$ cat src/verilog/exec_pkg.sv
// Purpose: shared constants for the add, and and bit operation unit
// Assumes: one instruction presented per execute strobe
// Notes:   operation codes are the encoding of the OP_SEL_I port
package exec_pkg;

  // ---------------------------------------------------------------
  // widths
  // ---------------------------------------------------------------
  localparam int DATA_W = 8;
  localparam int ADDR_W = 7;
  localparam int BSEL_W = 3;
  localparam int OP_W   = 3;

  // ---------------------------------------------------------------
  // operation select codes
  // ---------------------------------------------------------------
  localparam logic [2:0] OP_ADD_IMM    = 3'h0; // add_immediate
  localparam logic [2:0] OP_ADD_FILE   = 3'h1; // add_file_reg
  localparam logic [2:0] OP_AND_IMM    = 3'h2; // and_immediate
  localparam logic [2:0] OP_AND_FILE   = 3'h3; // and_file_reg
  localparam logic [2:0] OP_BIT_CLEAR  = 3'h4; // bit_clear_op
  localparam logic [2:0] OP_BIT_SET    = 3'h5; // bit_set_op
  localparam logic [2:0] OP_SKIP_LOW   = 3'h6; // skip_on_bit_low
  localparam logic [2:0] OP_SKIP_HIGH  = 3'h7; // skip_on_bit_high

  // ---------------------------------------------------------------
  // field positions and reset values
  // ---------------------------------------------------------------
  localparam int NIBBLE_MSB = 3;  // digit carry leaves this bit
  localparam int DEST_FILE  = 1;  // destination bit value for file
  localparam logic [7:0] ACC_RST  = 8'h00;
  localparam logic [7:0] DATA_RST = 8'h00;
  localparam logic [6:0] ADDR_RST = 7'h00;

  // ---------------------------------------------------------------
  // skip sequencer states
  // ---------------------------------------------------------------
  typedef enum logic {
    ST_RUN,
    ST_SKIP
  } skip_state_t;

endpackage
$ cat src/verilog/add_and_bit_ops_execute.sv
// Purpose: execute stage for add, and, bit clear, bit set, bit test
// Assumes: file read data and pin levels valid with EXEC_I
// Notes:   results appear one clock after EXEC_I
//
// Summary of operation
// - add immediate into accumulator, update three flags
// - add file register, destination bit picks target
// - and immediate into accumulator, zero flag only
// - and file register, destination bit, zero only
// - clear selected file register bit, flags kept
// - set selected file register bit, flags kept
// - bit low test: zero skips next, two cycles
// - bit low test: one runs next normally
// - bit high test: one skips next, two cycles
// - bit high test: zero no skip, flags kept
// - port bit ops read pins, not latch
`timescale 1ns/10ps
module add_and_bit_ops_execute
  import exec_pkg::*;
(
  // clock and reset
  input  wire logic              CLK_I,
  input  wire logic              NRST_I,
  // instruction
  input  wire logic              EXEC_I,
  input  wire logic [OP_W-1:0]   OP_SEL_I,
  input  wire logic [DATA_W-1:0] LITERAL_I,
  input  wire logic [ADDR_W-1:0] FILE_ADDR_I,
  input  wire logic              DEST_I,
  input  wire logic [BSEL_W-1:0] BIT_SEL_I,
  // file register read side
  input  wire logic [DATA_W-1:0] FILE_RDATA_I,
  input  wire logic [DATA_W-1:0] PIN_LEVEL_I,
  input  wire logic              IS_PORT_I,
  // accumulator load from the rest of the core
  input  wire logic              ACC_LOAD_I,
  input  wire logic [DATA_W-1:0] ACC_LOAD_DATA_I,
  // file register write side
  output logic                   FILE_WE_O,
  output logic [ADDR_W-1:0]      FILE_WADDR_O,
  output logic [DATA_W-1:0]      FILE_WDATA_O,
  // accumulator and status
  output logic [DATA_W-1:0]      ACC_O,
  output logic                   ARITH_OVERFLOW_OUT_FLAG_O,
  output logic                   NIBBLE_OVERFLOW_FLAG_O,
  output logic                   NULL_RESULT_FLAG_O,
  // skip request to the fetch logic
  output logic                   SKIP_O
);

  // ---------------------------------------------------------------
  // decode
  // ---------------------------------------------------------------
  skip_state_t       state_q;
  skip_state_t       state_d;
  logic              exec_ok;
  logic              is_add_imm;
  logic              is_add_file;
  logic              is_and_imm;
  logic              is_and_file;
  logic              is_bclr;
  logic              is_bset;
  logic              is_tlow;
  logic              is_thigh;
  logic              is_arith;
  logic              is_and;
  logic              is_bitwr;
  logic              to_file;

  // an instruction issued while a skip is pending is discarded
  assign exec_ok     = EXEC_I && (state_q == ST_RUN);
  assign is_add_imm  = exec_ok && (OP_SEL_I == OP_ADD_IMM);
  assign is_add_file = exec_ok && (OP_SEL_I == OP_ADD_FILE);
  assign is_and_imm  = exec_ok && (OP_SEL_I == OP_AND_IMM);
  assign is_and_file = exec_ok && (OP_SEL_I == OP_AND_FILE);
  assign is_bclr     = exec_ok && (OP_SEL_I == OP_BIT_CLEAR);
  assign is_bset     = exec_ok && (OP_SEL_I == OP_BIT_SET);
  assign is_tlow     = exec_ok && (OP_SEL_I == OP_SKIP_LOW);
  assign is_thigh    = exec_ok && (OP_SEL_I == OP_SKIP_HIGH);
  assign is_and      = is_and_imm || is_and_file;
  assign is_arith    = is_add_imm || is_add_file || is_and;
  assign is_bitwr    = is_bclr || is_bset;
  // destination bit only counts for the file forms
  assign to_file     = (is_add_file || is_and_file)
                       && (DEST_I == 1'(DEST_FILE));

  // ---------------------------------------------------------------
  // operand selection
  // ---------------------------------------------------------------
  logic [DATA_W-1:0] alu_b;
  logic [DATA_W-1:0] bit_src;
  logic [DATA_W-1:0] alu_res;
  logic              alu_c;
  logic              alu_dc;
  logic              alu_z;
  logic [DATA_W-1:0] bit_res;
  logic              bit_val;

  // literal for immediate forms, file register otherwise
  assign alu_b   = (is_add_imm || is_and_imm) ? LITERAL_I
                                              : FILE_RDATA_I;
  // port registers are read from the pins
  assign bit_src = IS_PORT_I ? PIN_LEVEL_I : FILE_RDATA_I;

  add_and_unit #(
    .W (DATA_W)
  ) u_alu (
    .a_i        (ACC_O),
    .b_i        (alu_b),
    .and_mode_i (is_and),
    .res_o      (alu_res),
    .carry_o    (alu_c),
    .dcarry_o   (alu_dc),
    .zero_o     (alu_z)
  );

  bit_modify_unit #(
    .W (DATA_W)
  ) u_bit (
    .src_i     (bit_src),
    .bit_sel_i (BIT_SEL_I),
    .set_i     (is_bset),
    .res_o     (bit_res),
    .tested_o  (bit_val)
  );

  // ---------------------------------------------------------------
  // next values
  // ---------------------------------------------------------------
  logic [DATA_W-1:0] acc_d;
  logic              c_d;
  logic              dc_d;
  logic              z_d;
  logic              we_d;
  logic [DATA_W-1:0] wdata_d;
  logic              skip_take;

  // accumulator gets add/and result unless sent to the file
  assign acc_d = (is_arith && !to_file) ? alu_res
               : ACC_LOAD_I             ? ACC_LOAD_DATA_I
               :                          ACC_O;
  // carries only from add; zero from add and and
  assign c_d  = (is_add_imm || is_add_file) ? alu_c
                                            : ARITH_OVERFLOW_OUT_FLAG_O;
  assign dc_d = (is_add_imm || is_add_file) ? alu_dc
                                            : NIBBLE_OVERFLOW_FLAG_O;
  assign z_d  = is_arith ? alu_z : NULL_RESULT_FLAG_O;
  // file write for file destination and bit modify
  assign we_d    = to_file || is_bitwr;
  assign wdata_d = is_bitwr ? bit_res : alu_res;
  // skip taken on tested bit matching the form
  assign skip_take = (is_tlow && !bit_val)
                  || (is_thigh && bit_val);

  // skip sequencer: one discarded instruction slot
  always_comb begin
    state_d = state_q;
    case (state_q)
      ST_RUN: begin
        if (skip_take) begin
          state_d = ST_SKIP;
        end
      end
      ST_SKIP: begin
        if (EXEC_I) begin
          state_d = ST_RUN; // slot executed as idle
        end
      end
      default: begin
        state_d = ST_RUN;
      end
    endcase
  end

  // ---------------------------------------------------------------
  // registers
  // ---------------------------------------------------------------
  // skip state and request
  always_ff @(posedge CLK_I or negedge NRST_I) begin
    if (!NRST_I) begin
      state_q <= ST_RUN;
      SKIP_O  <= 1'b0;
    end else begin
      state_q <= state_d;
      SKIP_O  <= (state_d == ST_SKIP);
    end
  end

  // accumulator and status flags
  always_ff @(posedge CLK_I or negedge NRST_I) begin
    if (!NRST_I) begin
      ACC_O                     <= ACC_RST;
      ARITH_OVERFLOW_OUT_FLAG_O <= 1'b0;
      NIBBLE_OVERFLOW_FLAG_O    <= 1'b0;
      NULL_RESULT_FLAG_O        <= 1'b0;
    end else begin
      ACC_O                     <= acc_d;
      ARITH_OVERFLOW_OUT_FLAG_O <= c_d;
      NIBBLE_OVERFLOW_FLAG_O    <= dc_d;
      NULL_RESULT_FLAG_O        <= z_d;
    end
  end

  // file register write port
  always_ff @(posedge CLK_I or negedge NRST_I) begin
    if (!NRST_I) begin
      FILE_WE_O    <= 1'b0;
      FILE_WADDR_O <= ADDR_RST;
      FILE_WDATA_O <= DATA_RST;
    end else begin
      FILE_WE_O    <= we_d;
      FILE_WADDR_O <= FILE_ADDR_I;
      FILE_WDATA_O <= wdata_d;
    end
  end

  // ---------------------------------------------------------------
  // checks
  // ---------------------------------------------------------------
  // add immediate lands in the accumulator
  a_add_imm_acc: assert property (
    @(posedge CLK_I) disable iff (!NRST_I)
    is_add_imm |=> !FILE_WE_O
      && ACC_O == DATA_W'($past(ACC_O) + $past(LITERAL_I)))
    else $error("add immediate result wrong");

  // add to file writes back and keeps the accumulator
  a_add_file_wb: assert property (
    @(posedge CLK_I) disable iff (!NRST_I)
    is_add_file && DEST_I && !ACC_LOAD_I |=> FILE_WE_O && $stable(ACC_O)
      && FILE_WDATA_O == DATA_W'($past(ACC_O) + $past(FILE_RDATA_I))
      && FILE_WADDR_O == $past(FILE_ADDR_I))
    else $error("add file writeback wrong");

  // and immediate leaves the carries alone
  a_and_imm_flags: assert property (
    @(posedge CLK_I) disable iff (!NRST_I)
    is_and_imm |=> $stable(ARITH_OVERFLOW_OUT_FLAG_O)
      && $stable(NIBBLE_OVERFLOW_FLAG_O)
      && ACC_O == ($past(ACC_O) & $past(LITERAL_I)))
    else $error("and immediate flags or result wrong");

  // and file to accumulator does not write the file
  a_and_file_acc: assert property (
    @(posedge CLK_I) disable iff (!NRST_I)
    is_and_file && !DEST_I |=> !FILE_WE_O
      && ACC_O == ($past(ACC_O) & $past(FILE_RDATA_I)))
    else $error("and file to accumulator wrong");

  // bit clear zeroes only the selected bit
  a_bit_clear: assert property (
    @(posedge CLK_I) disable iff (!NRST_I)
    is_bclr && !IS_PORT_I |=> FILE_WE_O
      && FILE_WDATA_O == ($past(FILE_RDATA_I)
         & ~(DATA_W'(1) << $past(BIT_SEL_I)))
      && $stable(NULL_RESULT_FLAG_O))
    else $error("bit clear wrong");

  // bit set forces only the selected bit
  a_bit_set: assert property (
    @(posedge CLK_I) disable iff (!NRST_I)
    is_bset && !IS_PORT_I |=> FILE_WE_O
      && FILE_WDATA_O == ($past(FILE_RDATA_I)
         | (DATA_W'(1) << $past(BIT_SEL_I)))
      && $stable(ARITH_OVERFLOW_OUT_FLAG_O))
    else $error("bit set wrong");

  // low test on a clear bit requests a skip
  a_skip_low: assert property (
    @(posedge CLK_I) disable iff (!NRST_I)
    is_tlow && !bit_src[BIT_SEL_I] |=> SKIP_O && !FILE_WE_O)
    else $error("skip on low bit missed");

  // low test on a set bit does not skip
  a_noskip_low: assert property (
    @(posedge CLK_I) disable iff (!NRST_I)
    is_tlow && bit_src[BIT_SEL_I] |=> !SKIP_O)
    else $error("unexpected skip on low test");

  // high test on a set bit requests a skip
  a_skip_high: assert property (
    @(posedge CLK_I) disable iff (!NRST_I)
    is_thigh && bit_src[BIT_SEL_I] |=> SKIP_O)
    else $error("skip on high bit missed");

  // high test on a clear bit runs on, flags kept
  a_noskip_high: assert property (
    @(posedge CLK_I) disable iff (!NRST_I)
    is_thigh && !bit_src[BIT_SEL_I] |=> !SKIP_O
      && $stable(NULL_RESULT_FLAG_O)
      && $stable(NIBBLE_OVERFLOW_FLAG_O))
    else $error("unexpected skip on high test");

  // discarded slot changes nothing and ends the skip
  a_skip_discard: assert property (
    @(posedge CLK_I) disable iff (!NRST_I)
    SKIP_O && EXEC_I && !ACC_LOAD_I |=> !SKIP_O && !FILE_WE_O
      && $stable(ACC_O) && $stable(NULL_RESULT_FLAG_O))
    else $error("skipped instruction took effect");

  // port bit modify uses the pin levels
  a_port_source: assert property (
    @(posedge CLK_I) disable iff (!NRST_I)
    is_bset && IS_PORT_I |=> FILE_WE_O
      && FILE_WDATA_O == ($past(PIN_LEVEL_I)
         | (DATA_W'(1) << $past(BIT_SEL_I))))
    else $error("port bit op did not use pins");

  // add flags follow carries out of bits 7 and 3
  a_add_flags: assert property (
    @(posedge CLK_I) disable iff (!NRST_I)
    is_add_imm |=> ARITH_OVERFLOW_OUT_FLAG_O
        == (({1'b0, $past(ACC_O)} + {1'b0, $past(LITERAL_I)}) > 9'h0FF)
      && NIBBLE_OVERFLOW_FLAG_O
        == (($past(ACC_O) & 8'h0F) + ($past(LITERAL_I) & 8'h0F) > 8'h0F)
      && NULL_RESULT_FLAG_O == (ACC_O == 8'h00))
    else $error("add flags wrong");

endmodule

$ cat src/verilog/add_and_unit.sv
// Purpose: 8-bit adder and bitwise and with carry, digit carry, zero
// Assumes: purely combinational, used by the execute unit
// Notes:   zero follows the result in both modes, carries always come from the sum, caller picks which
`timescale 1ns/10ps
module add_and_unit
  import exec_pkg::*;
#(
  parameter int W = DATA_W
) (
  // operands
  input  wire logic [W-1:0] a_i,
  input  wire logic [W-1:0] b_i,
  input  wire logic         and_mode_i,
  // result and flags
  output logic [W-1:0]      res_o,
  output logic              carry_o,
  output logic              dcarry_o,
  output logic              zero_o
);

  logic [W:0]            full_sum;
  logic [NIBBLE_MSB+1:0] low_sum;

  // full width and low nibble sums
  assign full_sum = {1'b0, a_i} + {1'b0, b_i};
  assign low_sum  = {1'b0, a_i[NIBBLE_MSB:0]} + {1'b0, b_i[NIBBLE_MSB:0]};

  // select result and derive flags
  assign res_o    = and_mode_i ? (a_i & b_i) : full_sum[W-1:0];
  assign carry_o  = full_sum[W];
  assign dcarry_o = low_sum[NIBBLE_MSB+1];
  assign zero_o   = (res_o == '0);

endmodule

$ cat src/verilog/bit_modify_unit.sv
// Purpose: single bit clear, set and test of a file register value
// Assumes: source already chosen between latch and pin levels
// Notes:   combinational
`timescale 1ns/10ps
module bit_modify_unit
  import exec_pkg::*;
#(
  parameter int W = DATA_W
) (
  // operand
  input  wire logic [W-1:0]      src_i,
  input  wire logic [BSEL_W-1:0] bit_sel_i,
  input  wire logic              set_i,
  // results
  output logic [W-1:0]           res_o,
  output logic                   tested_o
);

  logic [W-1:0] mask;

  // one-hot mask per bit position
  genvar g;
  generate
    for (g = 0; g < W; g++) begin : g_mask
      assign mask[g] = (bit_sel_i == BSEL_W'(g));
    end
  endgenerate

  // modify selected bit, keep the others
  assign res_o    = set_i ? (src_i | mask) : (src_i & ~mask);
  assign tested_o = |(src_i & mask);

endmodule

$ cat config.mk
export PLATFORM = sky130hd
export DESIGN_NAME = add_and_bit_ops_execute
export DESIGN_NICKNAME = d
export VERILOG_FILES = /design/src/verilog/exec_pkg.sv /design/src/verilog/add_and_bit_ops_execute.sv /design/src/verilog/add_and_unit.sv /design/src/verilog/bit_modify_unit.sv
export SDC_FILE = /design/constraint.sdc
export NUM_CORES = 1
export LEC_CHECK = 0
export BUFFER_PORTS_ARGS = -buffer_cell sky130_fd_sc_hd__buf_2
export CAP_MARGIN = 40
export CORE_MARGIN = 2
export CORE_UTILIZATION = 30
export CTS_CLUSTER_SIZE = 16
export DETAILED_ROUTE_END_ITERATION = 7
export GPL_TIMING_DRIVEN = 0
export SYNTH_ARGS = -nofsm -noshare
export SYNTH_HDL_FRONTEND = slang
export SYNTH_HIERARCHICAL = 1
export SYNTH_SLANG_ARGS = --single-unit
$ cat constraint.sdc
create_clock -name CLK_I -period 7.6 [get_ports CLK_I]
set_input_delay 0.76 -clock CLK_I [delete_from_list [all_inputs] [get_ports CLK_I]]
set_output_delay 0.76 -clock CLK_I [all_outputs]
set_load 0.02 [all_outputs]
After elaboration in Yosys (flattened, before gate mapping)

Index checks and enable logic that the tools add are counted.

Multiplexer cells: 10
Bitwise logic cells: 6
Add/subtract/negate cells: 2
Reductions and logical operators: 28
Equality and inequality tests: 14

Operators with widths:

| kind               | count |
|---|---|
| $mux 8             | 7 |
| $and 8x8->8        | 3 |
| $eq 3x3->1 const B | 8 |
| $logic_and 1x1->1  | 13 |
| $eq 3x2->1 const B | 4 |
| $add 8x8->9        | 1 |
| $logic_not 8->1    | 1 |
| $logic_or 1x1->1   | 8 |
| $not 8->8          | 1 |
| $or 8x8->8         | 1 |
| $reduce_or 8->1    | 1 |
| $eq 3x1->1 const B | 2 |
| $logic_not 3->1    | 2 |
| $add 4x4->5        | 1 |
| $logic_not 1->1    | 2 |
| $mux 1             | 2 |
| $pmux 1 s2         | 1 |
| $reduce_bool 2->1  | 1 |
| $not 1->1          | 1 |

Register bits: 28
Output and inout port bits: 28
Bits of input ports: 51
Logic and storage cells: 68

Longest topological paths before layout

Word-level depth: 8
Gate-level depth with buffers: 12
Depth with buffers taken out: 12

Modules after synthesis

The synthesis kept the hierarchy.

Modules (own cells, without submodules):

| module                  | cells each | area each (µm²) | instances |
|---|---|---|---|
| add_and_bit_ops_execute | 90         | 1310.0          | 1 |
| add_and_unit            | 72         | 549.3           | 1 |
| bit_modify_unit         | 22         | 227.7           | 1 |

Worst setup path after synthesis

No wires, ideal clock.

Path kind: input-to-reg
Start point: input port OP_SEL_I[2]
End point: register ARITH_OVERFLOW_OUT_FLAG_O
Cell stages on the path: 10
Setup slack: 4.379 ns
Library setup time: 0.125 ns
Buffers on the path: 0
Arrival time: 3.097 ns
Cells stage by stage: or3b_4 > nor2_8 > mux2_2 > ha_1 > a21o_2 > a31oi_2 > o21ai_0 > a21o_1 > a21o_1 > mux2_2

Cells in the longest elaborated chain, start to end: 5
Elaborated cells on any way between the ends: 10
Those cells by class: add/sub (1); eq/ne (2); mux (1); reduce/logical (6)

RTL lines:

| what                                          | RTL line                                                     | source |
|---|---|---|
| start, declared                               | add_and_bit_ops_execute.sv:26                                | `input wire logic [OP_W-1:0] OP_SEL_I,` |
| $eq 3x2->1 or $logic_not 3->1 (tied branches) | add_and_bit_ops_execute.sv:74, add_and_bit_ops_execute.sv:72 |  |
| $logic_and 1x1->1 (on tied branches)          | add_and_bit_ops_execute.sv:74, add_and_bit_ops_execute.sv:72 |  |
| $logic_or 1x1->1 *                            | add_and_bit_ops_execute.sv:100                               | `assign alu_b = (is_add_imm \|\| is_and_imm) ? LITERAL_I` |
| $mux 8 *                                      | add_and_bit_ops_execute.sv:100                               |  |
| net alu_b[1]                                  | add_and_bit_ops_execute.sv:90                                | `logic [DATA_W-1:0] alu_b;` |
| $add 8x8->9 *                                 | add_and_unit.sv:25                                           | `assign full_sum = {1'b0, a_i} + {1'b0, b_i};` |
| net alu_c                                     | add_and_bit_ops_execute.sv:93                                | `logic alu_c;` |
| end signal, assigned                          | add_and_bit_ops_execute.sv:193                               | `ARITH_OVERFLOW_OUT_FLAG_O <= 1'b0;` |
| end signal, assigned                          | add_and_bit_ops_execute.sv:198                               | `ARITH_OVERFLOW_OUT_FLAG_O <= c_d;` |
| end, declared                                 | add_and_bit_ops_execute.sv:44                                | `output logic ARITH_OVERFLOW_OUT_FLAG_O,` |

Mark *: on every way through the listed nets, which the timed path passes. The rest lies on a longest branch.
A chain may end at the register's enable or synchronous reset.

Final worst setup path

Start point: input port OP_SEL_I[2]
End point: register NULL_RESULT_FLAG_O

Cells in the longest elaborated chain, start to end: 7
Elaborated cells on any way between the ends: 17
Those cells by class: add/sub (1); eq/ne (3); mux (2); bitwise (1); reduce/logical (10)

RTL lines:

| what                                          | RTL line                                                     | source |
|---|---|---|
| $eq 3x2->1 or $logic_not 3->1 (tied branches) | add_and_bit_ops_execute.sv:74, add_and_bit_ops_execute.sv:72 |  |
| $logic_and 1x1->1 (on tied branches)          | add_and_bit_ops_execute.sv:74, add_and_bit_ops_execute.sv:72 |  |
| $logic_or 1x1->1 *                            | add_and_bit_ops_execute.sv:100                               |  |
| $mux 8 *                                      | add_and_bit_ops_execute.sv:100                               |  |
| net alu_b[1]                                  | add_and_bit_ops_execute.sv:90                                |  |
| $add 8x8->9 *                                 | add_and_unit.sv:25                                           |  |
| $mux 8 *                                      | add_and_unit.sv:29                                           | `assign res_o = and_mode_i ? (a_i & b_i) : full_sum[W-1:0];` |
| net alu_res[7]                                | add_and_bit_ops_execute.sv:92                                | `logic [DATA_W-1:0] alu_res;` |
| $logic_not 8->1 *                             | add_and_unit.sv:32                                           | `assign zero_o = (res_o == '0);` |
| net alu_z                                     | add_and_bit_ops_execute.sv:95                                | `logic alu_z;` |
| end signal, assigned                          | add_and_bit_ops_execute.sv:200                               | `NULL_RESULT_FLAG_O <= z_d;` |
| end, declared                                 | add_and_bit_ops_execute.sv:46                                | `output logic NULL_RESULT_FLAG_O,` |

Marks and branches as above.

==> flow_summary.yaml <==
synthesis:
  yosys_most_used_dff: "dfrtp_1"
  postSynthAreaPerCell_um2: 11.3
  synth-seq-area-share_pct: 33.6
  async_flop_share_pct: 100
  synthTopCellsByCount: "mux2_2 (52), dfrtp_1 (28), ha_1 (9)"
  netlist_top_cells_area: "dfrtp_1 (34%), mux2_2 (28%), ha_1 (5.4%), mux4_1 (2.5%), nor3b_1 (2.5%)"
  yosysUniqueCellTypes: 49
  ys.warnings.count: 6
  synth_seq_cells: 28
  number_of_enable_type_register_cells_in_the_synthesized_netlist: 0
  post-synth-top-area-cell: "dfrtp_1"
  synth_simple_gate_area_share_pct: 15.0
  synth_top_area_share_pct: 33.6
  synthesis.instances: 184
  dominant_cell_by_count_in_the_synthesized_netlist: "mux2_2"
  synth_top_family_by_area: "multiplexers"
  synth_nets: 244
  synthesis.area_mm2: 0.00209
  post_synth_xor_area_fraction_pct: 1.26
  synth_fa_ha_area_share_pct: 5.40
  synth_compound_gate_area_share_pct: 10.8
  proportion_of_synthesized_area_in_mux_cells_pct: 31.1
floorplan:
  initial_utilization_pct: 30.9
  core_area_mm2: 0.00676
  row_count: 30
  floorplan.die_area_mm2: 0.00764
  dieWidth_um: 87.4
  num_io_pins: 79
  die_y_um: 87.4
power_and_ir_drop:
  ir_drop_v: 0.0000837
  p_seq_share_pct: 30.9
  clock_power_share_pct: 17.9
  p_switching_uw: 260
  cell_internal_power_dissipation_uw: 409
  power_frac_comb_pct: 51.2
  power_density_mw_per_mm2: 255
  swShare_pct: 38.8
  leakagePower_uw: 0.00120
  p_total_uw: 669
sta:
  final.period_utilization_pct: 44.3
  worst_slew_margin_rel_pct: 57.7
  final.min_clock_period_ps: 3360
  timing_max_transition_violations_final: 0
  setup_viol: 0
  tns_ps: 0
  final.setup_skew_ps: 6.97
  hold_viol: 0
  clock.fmax_mhz: 297
  timing_worst_slew_pin_value_ps: 634
  rsz0062_at_grt: "false"
detailed_routing:
  detailroute.via_count: 1757
  drt_pre_antenna_iters: 4
  finalWirelength_mm: 5.39
  via_per_inst: 5.15
  drt.antenna.violating_nets: 0
  avgRoutedWirePerCell_um: 15.8
  drtIter0Drc: 70
  detail_route.drc_violations: 0
final_layout:
  layout-area-overhead-vs-synth_pct: 25.7
  nNetsFinal: 322
  post_route_cells_drive_above_1_share_pct: 55.6
  filler_cell_count: 666
  inserted_diodes: 0
worst_setup_path:
  kind_of_launch_point_of_the_worst_setup_path: "input pin"
  max_stage_delay_ps: 420
  worst-path-max-fanout: 8
  timing.critical_path.cells: "buf_2, or3b_4, nor2_8, mux2_2, ha_1, a211o_1, a21oi_1, o21a_1, o211ai_1, nor4_2, nand2_1, nand2_1"
  timing.setup.critical_path_class: "in2reg"
  setup.reg_to_reg.worst_slack_ps: 4340
  most_frequent_cell_on_the_critical_path: "nand2_1"
  crit_reg_reg_endpoint: "NULL_RESULT_FLAG_O"
  critical_path_required_ps: 7820
  cp_top_family: "simple AND/OR/NAND/NOR gates"
  crit_arrival_ps: 3590
  reg2reg_from: "state_q"
  worstSetupEndpointType: "flip-flop"
  worstPathBufferInverterCount: 1
  worstRegToRegCells: 11
  crit_path_top_delay_cell: "or3b_4"
global_route:
  overall_fraction_of_global_route_tracks_in_use_pct: 13.9
  wire_length_of_the_first_global_routing_pass_mm: 8.16
  maximum_number_of_pins_on_one_net_before_global_route_repair: 29
  antenna_violations_before_repair: 0
  first_global_vias: 1609
  gr-total-overflow: 0
placement:
  gpl.final_weighted_congestion: 0.818
  port-buffer-count: 73
  detailed_place_hpwl_mm: 4.29
clock_tree:
  tritoncts.num_buffers: 3
  sinks_on_clock_net: 28
  clock_tree.htree_level_count: 1
  postCtsSetupRepairBufs: 0
  clock_path_buffers: 2
  tritoncts: "done"
  clock_tree.root_cell: "clkbuf_8"
  cts_hold_buffers: 0
  clk_pin_slew_worst_paths_ps: 100
  post_cts.resized_instances: 0
  clk-insertion-delay-late_ps: 280
worst_hold_path:
  hold_path.class: "in2async"
status:
  run_status: "completed"
job:
  maxCapViolations: 0
==> sequential cells by signal, indices dropped and copies added (netlist names) <==
name	flops
ACC_O	8
ARITH_OVERFLOW_OUT_FLAG_O	1
FILE_WADDR_O	7
FILE_WDATA_O	8
FILE_WE_O	1
NIBBLE_OVERFLOW_FLAG_O	1
NULL_RESULT_FLAG_O	1
state_q	1
==> layer usage <==
| layer | vias to the layer above | GRT usage (%) | wire, um |
|---|---|---|---|
| met1 | 831 | 20.0 | 2530 |
| met5 | - | 0 | 0 |
| li1 | 852 | - | - |
| met2 | 70 | 22.6 | 2540 |
| met4 | 0 | 1.68 | 29 |
| met3 | 4 | 2.27 | 293 |
==> cell families after synthesis <==
| kind of cell | count (synthesis) |
|---|---|
| mux | 55 |
| simple gates | 46 |
| compound gates | 30 |
| flops | 28 |
| buf+inv | 13 |
| fa+ha+maj | 9 |
| xor+xnor | 3 |
==> area by class of cell <==
| class | instances | area, um^2 | area share (%) |
|---|---|---|---|
| sequential | 28 | 701 | 26.7 |
| clock inverter | 1 | 30.0 | 1.14 |
| clock buffer | 3 | 41.3 | 1.57 |
| buffer | 8 | 41.3 | 1.57 |
| timing repair buffer | 73 | 365 | 13.9 |
| inverter | 5 | 18.8 | 0.715 |
| tap | 80 | 100 | 3.81 |
| multi-input combinational | 143 | 1330 | 50.5 |
==> cell usage in the layout, fill, tap and decap left out, types with 2 or more instances in the layout <==
cell type	count
nor3b_1	7
ha_1	9
inv_1	4
nor2b_1	4
a21o_2	2
o211ai_1	2
a211oi_1	2
nand4_1	2
nor4b_1	2
and2_1	3
a21oi_1	4
buf_2	76
o22ai_1	2
o21a_1	3
o21ai_0	3
clkbuf_1	3
nand3_1	3
mux4_1	2
nor2_1	4
clkbuf_8	3
a21o_1	3
dfrtp_1	28
xor2_1	3
nand2_1	7
nand3b_1	3
mux2_2	52
==> power groups by stage <==
stage	registers [uW]	clock network (uW)	logic, uW
2_1_floorplan	259	0	190
3_3_place_gp	210	0	339
3_5_place_dp	211	0	342
4_1_cts	208	126	344
5_1_grt	212	130	370
6_report	207	120	343
==> through the flow <==
stage	std cells	area, um^2	hold WS [ps]	util [%]	setup WS [ps]
3_5_place_dp	337	2550	463	37.8	3960
2_1_floorplan	184	2090	464	-	4380
3_3_place_gp	337	2550	474	37.8	3980
6_report	341	2620	485	38.8	4240
4_1_cts	341	2620	499	38.8	4250
5_1_grt	341	2620	539	38.8	4080
==> worst max path at each step <==
stage                      startpoint                        end  depth (start not counted)
after floorplan           OP_SEL_I[2]  ARITH_OVERFLOW_OUT_FLAG_O                         10
after global placement    OP_SEL_I[2]         NULL_RESULT_FLAG_O                         12
after detailed placement  OP_SEL_I[2]         NULL_RESULT_FLAG_O                         12
after CTS                 OP_SEL_I[2]         NULL_RESULT_FLAG_O                         12
after global routing           EXEC_I         NULL_RESULT_FLAG_O                         12
final                     OP_SEL_I[2]         NULL_RESULT_FLAG_O                         12
(Power assumes the default switching activity.)
